==> config.mk <==
export PLATFORM = sky130hd
export DESIGN_NAME = nco_phase_regs
export DESIGN_NICKNAME = d
export VERILOG_FILES = /design/src/logic/nco_pkg.sv /design/src/logic/nco_phase_regs.sv
export VERILOG_INCLUDE_DIRS = /design/src /design/src/logic
export SDC_FILE = /design/constraint.sdc
export NUM_CORES = 1
export LEC_CHECK = 0
export ABC_AREA = 1
export BUFFER_PORTS_ARGS = -buffer_cell sky130_fd_sc_hd__buf_2
export CORE_MARGIN = 8
export CORE_UTILIZATION = 30
export CTS_CLUSTER_DIAMETER = 60
export DETAILED_ROUTE_END_ITERATION = 10
export PLACE_DENSITY = 0.43
export SYNTH_ARGS = -nofsm -noshare
export SYNTH_HDL_FRONTEND = slang
export SYNTH_SLANG_ARGS = --single-unit
==> constraint.sdc <==
create_clock -name i_clk -period 2.4 [get_ports i_clk]
set_input_delay 0 -clock i_clk [delete_from_list [all_inputs] [get_ports i_clk]]
set_output_delay 0 -clock i_clk [all_outputs]
set_load 0.02 [all_outputs]
==> src/logic/nco_cfg.svh <==
`ifndef NCO_CFG_SVH
`define NCO_CFG_SVH

// Register byte offsets on the plain register port.
`define NCO_OFS_ACCL 3'h0
`define NCO_OFS_ACCH 3'h1
`define NCO_OFS_ACCU 3'h2
`define NCO_OFS_INCL 3'h3
`define NCO_OFS_INCH 3'h4
`define NCO_OFS_INCU 3'h5

// Widths of the implemented phase word and of its reserved space.
`define NCO_WORD_W 20
`define NCO_SPACE_W 24

// Byte lane selectors inside a phase word.
`define NCO_LANE_LOW 2'h0
`define NCO_LANE_HIGH 2'h1
`define NCO_LANE_UPPER 2'h2

// Reset values.
`define NCO_ACC_RST 20'h00000
`define NCO_INC_RST 20'h00001
`define NCO_BYTE_ZERO 8'h00
`define NCO_NIB_ZERO 4'h0

`endif

==> src/logic/nco_pkg.sv <==
`include "nco_cfg.svh"

package nco_pkg;

   // A phase word: accumulator, increment or shadow.
   typedef logic [`NCO_WORD_W-1:0] nco_word_t;

   // One software-visible byte register.
   typedef logic [7:0] nco_byte_t;

   // Register address on the plain register port.
   typedef logic [2:0] nco_addr_t;

   // Byte lane inside a phase word.
   typedef logic [1:0] nco_lane_t;

endpackage

==> src/logic/nco_phase_regs.sv <==
// What this block does
// - Accumulator is low, high and upper byte registers, one value.
// - Three bytes reserve 24 bits; only 20 are real accumulator storage.
// - Upper byte bits 3..0 are accumulator bits 19..16, read/write.
// - Upper byte bits 7..4 ignore writes and read as zero.
// - Accumulator runs on source clock; byte reads are not an atomic snapshot.
// - Increment appears as three byte registers; high byte holds bits 15..8.
// - Shadow loads on first source falling edge after a low-byte write.
//
// Strobed register access and the register addresses were decided locally.
`timescale 1ns/1ps
`include "nco_cfg.svh"

module nco_phase_regs
   import nco_pkg::*;
(
   input wire logic i_clk,
   input wire logic i_nrst,
   input wire logic i_src_clk,
   input wire logic i_enable,
   input wire logic [2:0] i_addr,
   input wire logic [7:0] i_wdata,
   input wire logic i_wr,
   input wire logic i_rd,
   output logic [7:0] o_rdata,
   output logic [`NCO_WORD_W-1:0] o_phase,
   output logic o_overflow
);

   // ---------------------------------------------------------------
   // Helpers
   // ---------------------------------------------------------------

   // Replaces one byte lane of a phase word; the upper lane keeps only
   // its low nibble because the word is 20 bits wide.
   function automatic nco_word_t put_byte(input nco_word_t w,
                                          input nco_lane_t lane,
                                          input nco_byte_t b);
      nco_word_t r;
      r = w;
      case (lane)
         `NCO_LANE_LOW: r[7:0] = b;
         `NCO_LANE_HIGH: r[15:8] = b;
         `NCO_LANE_UPPER: r[19:16] = b[3:0];
         default: r = w;
      endcase
      return r;
   endfunction

   // Reads one byte lane; bits above bit 19 always read as zero.
   function automatic nco_byte_t get_byte(input nco_word_t w,
                                          input nco_lane_t lane);
      nco_byte_t r;
      r = `NCO_BYTE_ZERO;
      case (lane)
         `NCO_LANE_LOW: r = w[7:0];
         `NCO_LANE_HIGH: r = w[15:8];
         `NCO_LANE_UPPER: r = {`NCO_NIB_ZERO, w[19:16]};
         default: r = `NCO_BYTE_ZERO;
      endcase
      return r;
   endfunction

   // ---------------------------------------------------------------
   // Source clock synchroniser
   // ---------------------------------------------------------------

   logic sync1_q, sync2_q, sync3_q, level_q;
   logic sync1_d, sync2_d, sync3_d, level_d;
   logic src_fall;

   // The source clock is a pin in its own domain. A new level counts
   // only when the second and third stages agree, which filters a
   // single-cycle glitch at the cost of one extra cycle of latency.
   always_comb
   begin
      sync1_d = i_src_clk;
      sync2_d = sync1_q;
      sync3_d = sync2_q;
      level_d = level_q;
      if (sync2_q == sync3_q)
      begin
         level_d = sync3_q;
      end
   end

   // A falling edge is an agreed change from high to low.
   assign src_fall = level_q && (sync2_q == sync3_q) && !sync3_q;

   always_ff @(posedge i_clk or negedge i_nrst)
   begin
      if (!i_nrst)
      begin
         sync1_q <= 1'b0;
         sync2_q <= 1'b0;
         sync3_q <= 1'b0;
         level_q <= 1'b0;
      end
      else
      begin
         sync1_q <= sync1_d;
         sync2_q <= sync2_d;
         sync3_q <= sync3_d;
         level_q <= level_d;
      end
   end

   // ---------------------------------------------------------------
   // Phase state and register file
   // ---------------------------------------------------------------

   nco_word_t acc_q, acc_d;
   nco_word_t inc_q, inc_d;
   nco_word_t shadow_q, shadow_d;
   logic pend_q, pend_d;
   logic ovf_q, ovf_d;
   logic [7:0] rdata_q, rdata_d;
   logic [`NCO_WORD_W:0] sum;
   logic wr_acc;

   // Sum carries one extra bit so the overflow can be seen.
   assign sum = {1'b0, acc_q} + {1'b0, shadow_q};
   assign wr_acc = i_wr && (i_addr == `NCO_OFS_ACCL ||
                            i_addr == `NCO_OFS_ACCH ||
                            i_addr == `NCO_OFS_ACCU);

   // A software write to the accumulator wins over a step in the same
   // cycle; the result while running is undefined anyway.
   always_comb
   begin
      acc_d = acc_q;
      inc_d = inc_q;
      shadow_d = shadow_q;
      pend_d = pend_q;
      ovf_d = 1'b0;
      if (src_fall && i_enable)
      begin
         acc_d = sum[`NCO_WORD_W-1:0];
         ovf_d = sum[`NCO_WORD_W];
      end
      if (src_fall && pend_q)
      begin
         shadow_d = inc_q;
         pend_d = 1'b0;
      end
      if (i_wr)
      begin
         case (i_addr)
            `NCO_OFS_ACCL:
               acc_d = put_byte(acc_q, `NCO_LANE_LOW, i_wdata);
            `NCO_OFS_ACCH: acc_d = put_byte(acc_q, `NCO_LANE_HIGH, i_wdata);
            `NCO_OFS_ACCU:
               acc_d = put_byte(acc_q, `NCO_LANE_UPPER, i_wdata);
            `NCO_OFS_INCL:
            begin
               inc_d = put_byte(inc_q, `NCO_LANE_LOW, i_wdata);
               pend_d = 1'b1;
            end
            `NCO_OFS_INCH:
               inc_d = put_byte(inc_q, `NCO_LANE_HIGH, i_wdata);
            `NCO_OFS_INCU:
               inc_d = put_byte(inc_q, `NCO_LANE_UPPER, i_wdata);
            default: inc_d = inc_q;
         endcase
      end
      if (wr_acc)
      begin
         ovf_d = 1'b0;
      end
   end

   // Reads return data only in the cycle after the strobe; the three
   // bytes are sampled at different times while the accumulator runs.
   always_comb
   begin
      rdata_d = `NCO_BYTE_ZERO;
      if (i_rd)
      begin
         case (i_addr)
            `NCO_OFS_ACCL: rdata_d = get_byte(acc_q, `NCO_LANE_LOW);
            `NCO_OFS_ACCH: rdata_d = get_byte(acc_q, `NCO_LANE_HIGH);
            `NCO_OFS_ACCU: rdata_d = get_byte(acc_q, `NCO_LANE_UPPER);
            `NCO_OFS_INCL: rdata_d = get_byte(inc_q, `NCO_LANE_LOW);
            `NCO_OFS_INCH: rdata_d = get_byte(inc_q, `NCO_LANE_HIGH);
            `NCO_OFS_INCU: rdata_d = get_byte(inc_q, `NCO_LANE_UPPER);
            default: rdata_d = `NCO_BYTE_ZERO;
         endcase
      end
   end

   always_ff @(posedge i_clk or negedge i_nrst)
   begin
      if (!i_nrst)
      begin
         acc_q <= `NCO_ACC_RST;
         inc_q <= `NCO_INC_RST;
         shadow_q <= `NCO_INC_RST;
         pend_q <= 1'b0;
         ovf_q <= 1'b0;
         rdata_q <= `NCO_BYTE_ZERO;
      end
      else
      begin
         acc_q <= acc_d;
         inc_q <= inc_d;
         shadow_q <= shadow_d;
         pend_q <= pend_d;
         ovf_q <= ovf_d;
         rdata_q <= rdata_d;
      end
   end

   // Outputs come straight from flip-flops.
   assign o_rdata = rdata_q;
   assign o_phase = acc_q;
   assign o_overflow = ovf_q;

   // ---------------------------------------------------------------
   // Checks
   // ---------------------------------------------------------------

   AST_RD_ACCL: assert property (@(posedge i_clk) disable iff (!i_nrst)
      i_rd && i_addr == `NCO_OFS_ACCL |=> o_rdata == $past(acc_q[7:0]))
      else $error("Low accumulator byte read wrong.");

   AST_RD_ACCU_TOP: assert property (@(posedge i_clk)
      disable iff (!i_nrst)
      i_rd && i_addr == `NCO_OFS_ACCU |=> o_rdata[7:4] == `NCO_NIB_ZERO &&
      o_rdata[3:0] == $past(acc_q[19:16]))
      else $error("Upper accumulator byte read wrong.");

   AST_WR_ACCU: assert property (@(posedge i_clk) disable iff (!i_nrst)
      i_wr && i_addr == `NCO_OFS_ACCU |=>
      o_phase[19:16] == $past(i_wdata[3:0]) &&
      o_phase[15:0] == $past(acc_q[15:0]))
      else $error("Upper accumulator byte write wrong.");

   AST_ACC_HOLD: assert property (@(posedge i_clk) disable iff (!i_nrst)
      !src_fall && !wr_acc |=> $stable(o_phase))
      else $error("Accumulator moved without a source edge.");

   AST_ACC_STEP: assert property (@(posedge i_clk) disable iff (!i_nrst)
      src_fall && i_enable && !wr_acc |=>
      o_phase == nco_word_t'($past(acc_q) + $past(shadow_q)) &&
      o_overflow == ($past(acc_q) > ~$past(shadow_q)))
      else $error("Accumulator step or overflow wrong.");

   AST_WR_INCH: assert property (@(posedge i_clk) disable iff (!i_nrst)
      i_wr && i_addr == `NCO_OFS_INCH |=>
      inc_q[15:8] == $past(i_wdata) && inc_q[7:0] == $past(inc_q[7:0]))
      else $error("High increment byte write wrong.");

   AST_SHADOW_LOAD: assert property (@(posedge i_clk)
      disable iff (!i_nrst)
      src_fall && pend_q |=> shadow_q == $past(inc_q))
      else $error("Shadow did not load on source edge.");

   AST_SHADOW_HOLD: assert property (@(posedge i_clk)
      disable iff (!i_nrst)
      !(src_fall && pend_q) |=> $stable(shadow_q))
      else $error("Shadow changed without a pending load.");

   AST_PEND_SET: assert property (@(posedge i_clk) disable iff (!i_nrst)
      i_wr && i_addr == `NCO_OFS_INCL |=> pend_q)
      else $error("Low increment write lost its load request.");

endmodule

======== Yosys cells after proc, flatten, opt, wreduce, memory -nomap -nowiden ========
Cells that the tools add are included.
Widths: inputs -> output; s select.
cells by class
  add/sub/neg operators ................... 1
  equal/unequal tests ..................... 9
  mux-type cells .......................... 11
  bitwise gates (word level) .............. 3
  reductions and logical operators ........ 15
operators by type and width
  cell                number
  $pmux 20 s3         2
  $pmux 8 s6          1
  $mux 20             2
  $add 20x20->21      1
  $reduce_and 4->1    3
  $mux 8              1
  $eq 3x2->1 const B  2
  $eq 3x3->1 const B  2
  $ne 2x2->1 const B  3
  $reduce_and 2->1    3
  $logic_and 1x1->1   5
  $mux 1              5
  $eq 3x1->1 const B  1
  $logic_not 3->1     1
  $not 1->1           3
  $logic_or 1x1->1    2
  $eq 1x1->1          1
  $logic_not 1->1     1
word-level totals
  flip-flop bits (word level) ............. 74
  bits of input ports ..................... 17
  output and inout port bits .............. 29
  word-level logic and storage cells ...... 53

======== Depth between registers and ports, before layout ========
Gate-level depths: netlist (run 1).
  depth after elaboration ................. 7
  depth in mapped cells ................... 13
  gate-level depth less buffers ........... 13

======== Worst setup path after synthesis (run 1) ========
No wires, ideal clock.
  path type ............................... reg2reg
  start point ............................. register acc_q[0], in the netlist o_phase[0]
  end point ............................... register acc_q[8], in the netlist o_phase[8]
  setup time .............................. 87 ps
  arrival time ............................ 1898 ps
  required time ........................... 2313 ps
  slack ................................... 415 ps
  stages on the path, launching flop included .. 9
  path buffers ............................ 0
  period minus slack after synthesis ...... 1985 ps
  cell sequence ........................... dfrtp_1 -> ha_1 -> inv_1 -> fa_1 -> o21bai_1 -> a21o_1 -> xor2_1 -> nand2_1 -> a22oi_1
between the ends
  longest elaborated chain between the ends .. 4
RTL lines
  what                      RTL line               RTL
  start: declaration        nco_phase_regs.sv:112  nco_word_t acc_q, acc_d;
  start signal: assignment  nco_phase_regs.sv:195  acc_q <= `NCO_ACC_RST;
  $add 20x20->21 (*)        nco_phase_regs.sv:122  assign sum = {1'b0, acc_q} + {1'b0, shadow_q};
  $mux 20 (*)               nco_phase_regs.sv:136  if (src_fall && i_enable)
  $pmux 20 s3               nco_phase_regs.sv:148  case (i_addr)
  $mux 20 (*)               nco_phase_regs.sv:146  if (i_wr)
Every way passes the cells marked *; elsewhere a longest branch is shown, timed or not.
A chain may end at the register's enable or synchronous reset.

======== Worst setup path after layout (run 1) ========
  start point ............................. register shadow_q[0]
  end point ............................... register acc_q[14], in the netlist o_phase[14]
between the ends
  longest elaborated chain between the ends .. 4
RTL lines
  what                      RTL line               RTL
  start: declaration        nco_phase_regs.sv:114  nco_word_t shadow_q, shadow_d;
  start signal: assignment  nco_phase_regs.sv:197  shadow_q <= `NCO_INC_RST;
  start signal: assignment  nco_phase_regs.sv:206  shadow_q <= shadow_d;
  $add 20x20->21 (*)        nco_phase_regs.sv:122
  $mux 20 (*)               nco_phase_regs.sv:136
  $pmux 20 s3               nco_phase_regs.sv:148
  $mux 20 (*)               nco_phase_regs.sv:146
Marks and branches as above.

==> results of run 1 <==
registers in the layout, indices dropped and copies added (netlist names):
name	count
inc_q	20
o_rdata	8
sync3_q	1
level_q	1
shadow_q	20
sync1_q	1
o_phase	20
o_overflow	1
pend_q	1
sync2_q	1
cell usage after synthesis (3+ instances only):
library cell / number / area (µm²)
nand2_1: 154 / 578
inv_1: 92 / 345
dfrtp_1: 72 / 1800
nor2_1: 43 / 161
a21oi_1: 42 / 210
o21ai_0: 38 / 190
nand3_1: 35 / 175
ha_1: 20 / 250
o22ai_1: 12 / 75.1
o21ai_1: 9 / 45.0
mux2_2: 8 / 90.1
a221oi_1: 7 / 61.3
inv_2: 7 / 26.3
nor2_2: 5 / 31.3
nor3_1: 5 / 25.0
o221ai_1: 5 / 43.8
xor2_1: 5 / 43.8
a21o_1: 4 / 30.0
a22oi_1: 4 / 30.0
clkbuf_1: 4 / 15.0
nand2_2: 4 / 25.0
o21bai_1: 4 / 30.0
a31oi_1: 3 / 18.8
nor2_4: 3 / 33.8
power by group:
| part | internal [W] | total [W] | switching, W |
|---|---|---|---|
| Combinational | 0.000789 | 0.00224 | 0.00145 |
| Sequential | 0.00156 | 0.00180 | 0.000242 |
| Clock | 0.000756 | 0.00127 | 0.000514 |
| Total | 0.00311 | 0.00532 | 0.00221 |
worst min-delay path by stage:
| stage | startpoint | endpoint | slack, ns | cells past startpoint |
|---|---|---|---|---|
| after CTS | i_wdata[5] | inc_q[5] | 0.0003 | 3 |
| after floorplan | i_nrst | inc_q[10] | -0.30 | 0 |
| after detailed placement | i_src_clk | sync1_q | 0.11 | 1 |
| after global placement | i_src_clk | sync1_q | 0.11 | 1 |
| after global routing | i_wdata[5] | inc_q[13] | 0.03 | 3 |
| final | i_wdata[5] | inc_q[5] | 0.02 | 3 |
cell type report:
class | count | area [µm²] | area share
multi-input combinational | 421 | 2240 | 0.422
sequential | 74 | 1850 | 0.349
inverter | 100 | 375 | 0.0706
timing repair buffer | 57 | 333 | 0.0626
clock buffer | 14 | 264 | 0.0497
tap | 184 | 230 | 0.0433
clock inverter | 2 | 12.5 | 0.00235
cell families (layout without fill, tap and decap cells):
group                    count (synthesis)  after routing  share of synthesized area
adder cells (fa/ha/maj)                 21             21                     0.0600
XOR/XNOR                                 5              5                    0.00972
flip-flops                              74             74                      0.412
AO/OA/AOI/OAI                          131            131                      0.168
AND/OR/NAND/NOR                        256            256                      0.240
buffers and inverters                  107            173                     0.0906
multiplexers                             8              8                     0.0200
timing repair:
item | CTS | global route
hold endpoints to repair | 79 | 0
hold buffers | 6 | 0
gates resized for setup | 0 | 1
setup endpoints to repair | 0 | 1
metal layers:
layer  part of all wire  track usage  wire, µm  up-vias
li1                   -            -         -     2104
met1               0.47        0.216      7210     2005
met2               0.44        0.245      6760      127
met3              0.069       0.0363      1060       18
met4              0.022       0.0715       345        0
met5                  0            0         0        -
per-stage QoR:
| step | cell area (µm²) | hold slack [ns] |
|---|---|---|
| 2_1_floorplan | 4500 | -0.296 |
| 3_3_place_gp | 4970 | 0.110 |
| 3_5_place_dp | 4970 | 0.109 |
| 4_1_cts | 5310 | 0.000331 |
| 5_1_grt | 5310 | 0.0274 |
| 6_report | 5310 | 0.0208 |
worst max-delay path, delay by kind of cell (launching register included):
family / cells / cell delay [ns]
AND/OR/NAND/NOR: 7 / 0.64
flip-flops: 1 / 0.53
adder cells (fa/ha/maj): 2 / 0.65
buffers and inverters: 2 / 0.18
AO/OA/AOI/OAI: 1 / 0.13
==> summary.txt, run 1 <==
Job
  – Max-cap violations: 0

Timing
  – Final setup fails: 0
  – TNS Setup: 0 ns
  – Clk_skew: between 0.008 and 0.009 ns
  – Worst-margin pin slew: between 0.9 and 1 ns
  – Period minus WS final: ~2.2 ns
  – Final hold viol count: 0
  – Count of pins over their slew limit: 0
  – Slew Limit Headroom: 0.353
  – Tcrit/Tclk final: 0.911
  – RSZ-0062 raised after global routing: no
  – Maximum operating frequency: approximately 460 MHz
  – Setup ws final: between 0.2 and 0.25 ns

Routing
  – Post-DR vias/cell: 4.99
  – Detailed-route via count: ~4300
  – Antenna Nets Post-Route: 0
  – Final WL: ~15000 µm
  – DR DRC count: 0
  – Post-DR wirelength/cell: roughly 18 µm
  – Violation count after the first detailed-route iteration: 336
  – Pre-antenna DRT Iters: 9

Worst setup path
  – CP Launch Type: register
  – Critical Path RT: about 2.7 ns
  – Crit path cell chain: ha_1 -> inv_1 -> fa_1 -> inv_1 -> nand3_1 -> nand3_1 -> nand2_1 -> nand2_1 -> nand2_1 -> nand3_1 -> nand2_1 -> a21oi_1
  – Critical path class: reg -> reg
  – Worst Setup EP: o_phase[14]
  – Reg-to-reg slack, setup: approximately 0.21 ns
  – Critical Path Start: shadow_q[0]
  – Worst EP arrival: between 2 and 2.5 ns
  – RR Endpoint: o_phase[14]
  – Top cell by count, worst path: nand2_1
  – Crit. End Element: register
  – Max stage delay cell, worst path: dfstp_2
  – R2R depth: 12
  – Crit Path Max Fanout: 3
  – Reg2reg start: shadow_q[0]
  – Critical path's largest stage delay: between 0.5 and 0.6 ns

Status
  – Status: finished, final reports clean

Clocking
  – Clock tree buffer depth: 2
  – CTS tree: built
  – Reg clk slew, reported paths: about 0.060 ns
  – Root Driver: clkbuf_16
  – Setup bufs post-CTS: 0
  – CTS buffer count: 9
  – Clock net sink count: 74
  – Worst-Skew Late Latency: between 0.3 and 0.4 ns
  – H-Tree Depth: 3

Logic synthesis
  – Yosys warnings: 0
  – Post-Syn Instances: between 600 and 700
  – Sequential share of the synthesized area: 0.412
  – Yosys reg bits: 74
  – Mapped Area: 0.00450 mm²
  – Mapped Nets: between 600 and 700
  – Synth cell types: 38
  – Post-synth EDFFs: 0
  – Ys async rst share: 1.00
  – Syn_area_per_cell: between 7 and 8 µm²
  – Most used flip-flop cell after synthesis: dfrtp_1

Layout
  – Commonest non-fill, non-tap cell in the layout: nand2_1
  – Commonest non-fill, non-tap cells in the layout: 154 x nand2_1, 92 x inv_1, 72 x dfrtp_1, 44 x buf_2, 43 x nor2_1
  – Fillers: 1556
  – Share of layout cells above drive strength 1: 0.144
  – Fin nets: roughly 700
  – Fin util: 0.364
  – P&R area growth vs syn: 18.0%
  – Non-Filler Instances: ~850
  – # diodes: 0

Die
  – Starting density of the core: 0.309
  – Die outline height: approximately 140 µm
  – IO Pins: 46
  – Die area: between 0.015 and 0.02 mm²
  – # rows: 44
  – Core footprint: approximately 0.015 mm²
  – Die width: roughly 140 µm

Global route
  – Number of global-route vias before repair: about 4200
  – Gr ovfl total: 0
  – Initial antenna violation count: 0
  – Total GRT Usage: 0.162
  – Largest net degree at the start of global routing: 75
  – First-pass GRT wire length: between 20000 and 25000 µm

Pwr
  – Peak supply drop: between 300 and 400 µV
  – Tot Pwr: ~0.0053 W
  – P per Cell Area: ~1000 mW/mm²
  – Leakage power: about 2.8 nW

Placement
  – Pre-CTS setup slack: around 0.19 ns
  – Cells after DPL: 830
  – GPL Wtd Cong: 0.889
  – HPWL after DPL: around 12000 µm
  – IO buf count: 45

Min path
  – HP Class: in -> reg
Power figures use the tool's default switching activity.
==> inputs of run 2 (changes only) <==
--- a/config.mk
+++ b/config.mk
@@ -9,10 +9,10 @@
 export ABC_AREA = 1
 export BUFFER_PORTS_ARGS = -buffer_cell sky130_fd_sc_hd__buf_2
 export CORE_MARGIN = 8
-export CORE_UTILIZATION = 30
+export CORE_UTILIZATION = 55
 export CTS_CLUSTER_DIAMETER = 60
 export DETAILED_ROUTE_END_ITERATION = 10
-export PLACE_DENSITY = 0.43
+export PLACE_DENSITY = 0.72
 export SYNTH_ARGS = -nofsm -noshare
 export SYNTH_HDL_FRONTEND = slang
 export SYNTH_SLANG_ARGS = --single-unit
==> summary.txt, run 2 (synthesized netlist as in run 1, its figures left out) <==
Worst setup path
  – Critical Path RT: 2.69 ns (was 2.67 ns)
  – Crit. End Element: register (unchanged)
  – Crit Path Max Fanout: 3 (unchanged)
  – CP Launch Type: register (unchanged)
  – Worst EP arrival: 2.43 ns (was 2.45 ns)
  – Critical path class: reg -> reg (unchanged)

Routing
  – Violation count after the first detailed-route iteration: 268 (was 336)
  – Pre-antenna DRT Iters: 5 (was 9)
  – Post-DR wirelength/cell: 17.9 µm (was 18.1 µm)
  – DR DRC count: 0 (unchanged)
  – Detailed-route via count: 4299 (was 4254)
  – Final WL: 13800 µm (was 15400 µm)
  – Post-DR vias/cell: 5.58 (was 4.99)
  – Antenna Nets Post-Route: 0 (unchanged)

Timing
  – Worst-margin pin slew: 0.964 ns (was 0.970 ns)
  – Final hold viol count: 0 (unchanged)
  – TNS Setup: 0 ns (unchanged)
  – Period minus WS final: 2.14 ns (was 2.19 ns)
  – Final setup fails: 0 (unchanged)
  – Maximum operating frequency: 467 MHz (was 457 MHz)
  – Tcrit/Tclk final: 0.892 (was 0.911)
  – Clk_skew: 0.0149 ns (was 0.00841 ns)
  – RSZ-0062 raised after global routing: no (unchanged)
  – Count of pins over their slew limit: 0 (unchanged)
  – Slew Limit Headroom: 0.358 (was 0.353)

Global route
  – First-pass GRT wire length: 21800 µm (was 24100 µm)
  – Number of global-route vias before repair: 4180 (was 4239)
  – Gr ovfl total: 0 (unchanged)
  – GRT met2 Usage: 0.383 (was 0.245)
  – Largest net degree at the start of global routing: 75 (unchanged)
  – M3 GR Usage: 0.0563 (was 0.0363)
  – Met1 usage: 0.340 (was 0.216)
  – Total GRT Usage: 0.250 (was 0.162)
  – Initial antenna violation count: 0 (unchanged)
  – Global routing's busiest layer: met2 (unchanged)

Clocking
  – Setup bufs post-CTS: 0 (unchanged)
  – Reg clk slew, reported paths: 0.10 ns (was 0.06 ns)
  – Clock net sink count: 74 (unchanged)
  – Worst-Skew Late Latency: 0.37 ns (was 0.34 ns)
  – Root Driver: clkbuf_8 (was clkbuf_16)
  – CTS tree: built (unchanged)
  – Clock tree buffer depth: 2 (unchanged)
  – H-Tree Depth: 3 (unchanged)
  – CTS buffer count: 9 (unchanged)

Die
  – Core footprint: 0.00809 mm² (was 0.0146 mm²)
  – # rows: 33 (was 44)
  – Die outline height: 106 µm (was 139 µm)
  – Starting density of the core: 0.556 (was 0.309)
  – Die width: 106 µm (was 139 µm)
  – IO Pins: 46 (unchanged)
  – Die area: 0.0113 mm² (was 0.0192 mm²)

Placement
  – HPWL after DPL: 10600 µm (was 12100 µm)
  – GPL Wtd Cong: 0.961 (was 0.889)
  – Placed Area: 0.00484 mm² (was 0.00497 mm²)
  – IO buf count: 45 (unchanged)

Layout
  – Fin util: 0.635 (was 0.364)
  – Final Cell Area: 0.00513 mm² (was 0.00531 mm²)
  – # diodes: 0 (unchanged)
  – P&R area growth vs syn: 14.0% (was 18.0%)
  – Fillers: 765 (was 1556)
  – Commonest non-fill, non-tap cells in the layout: 154 x nand2_1, 92 x inv_1, 72 x dfrtp_1, 44 x buf_2, 43 x nor2_1 (unchanged)
  – Share of layout cells above drive strength 1: 0.143 (was 0.144)
  – Commonest non-fill, non-tap cell in the layout: nand2_1 (unchanged)
  – Fin nets: 699 (was 701)

Job
  – Max-cap violations: 0 (unchanged)

Min path
  – HP Class: in -> reg (unchanged)

Pwr
  – Peak supply drop: 483 µV (was 329 µV)
  – Tot Pwr: 0.00505 W (was 0.00532 W)
  – Leakage power: 2.71 nW (was 2.75 nW)
  – P per Cell Area: 983 mW/mm² (was 1000 mW/mm²)

Status
  – Status: finished, final reports clean (unchanged)
-- run 2: changes by cell type in the layout (fill, tap and decap cells not counted), sizes merged, moves of 2 or more --
cell | previous run | this run
buf | 51 | 47
clkbuf | 14 | 9
dlygate4sd3 | 6 | 8
inv | 99 | 103
-- run 2: stage by stage --
stage,hold WS (ns),setup slack (ns),std cells
floorplan,-0.296,0.415,602
global placement,0.111,0.296,747
detailed placement,0.112,0.229,747
CTS,0.00578,0.194,771
global route,0.0221,0.0625,771
finish,0.0168,0.260,771
-- run 2: layer usage --
metal  share of wire  vias up
li1                -     2099
met1            0.46     2019
met4           0.020        0
met5               0        -
met2            0.45      160
met3           0.064       21
-- run 2: where the power goes --
group | internal, W | switching, W | total, W
sequential | 0.00156 | 0.000268 | 0.00183
combinational | 0.000767 | 0.00139 | 0.00216
clock | 0.000499 | 0.000562 | 0.00106
total | 0.00282 | 0.00222 | 0.00505
-- run 2: critical path: stages (launching register included) --
cell and delay (ns):
dfstp_2 0.55, ha_1 0.19, inv_1 0.06, fa_1 0.42, inv_1 0.10, nand3_1 0.08
nand3_1 0.18, nand2_1 0.13, nand2_1 0.08, nand2_1 0.05, nand3_1 0.06, nand2_1 0.06
a21oi_1 0.11
-- run 2: area by class of cell --
type                       instances  area (µm²)  share of cell area
multi-input combinational        421        2240               0.437
sequential                        74        1850               0.361
inverter                         100         375              0.0731
timing repair buffer              55         323              0.0629
tap                              105         131              0.0256
clock buffer                       9         124              0.0241
clock inverter                     7        82.6              0.0161
-- run 2: worst paths after layout --
check | slack, ns | cells after the start | from | to
worst max-delay path | 0.26 | 12 | shadow_q[0] | o_phase[14]
worst min-delay path | 0.02 | 3 | i_wdata[1] | o_phase[9]
worst max register to register | 0.26 | 12 | shadow_q[0] | o_phase[14]
worst min register to register | 0.36 | 0 | sync1_q | sync2_q
max in group asynchronous | 1.44 | 2 | i_nrst | shadow_q[17]
min in group asynchronous | 0.29 | 2 | i_nrst | shadow_q[15]
-- run 2: what timing repair did --
action | 4_1_cts | 5_1_grt
gates resized for setup | 0 | 1
hold buffers | 8 | 0
setup endpoints to repair | 0 | 1
endpoints found under the hold margin | 82 | 0
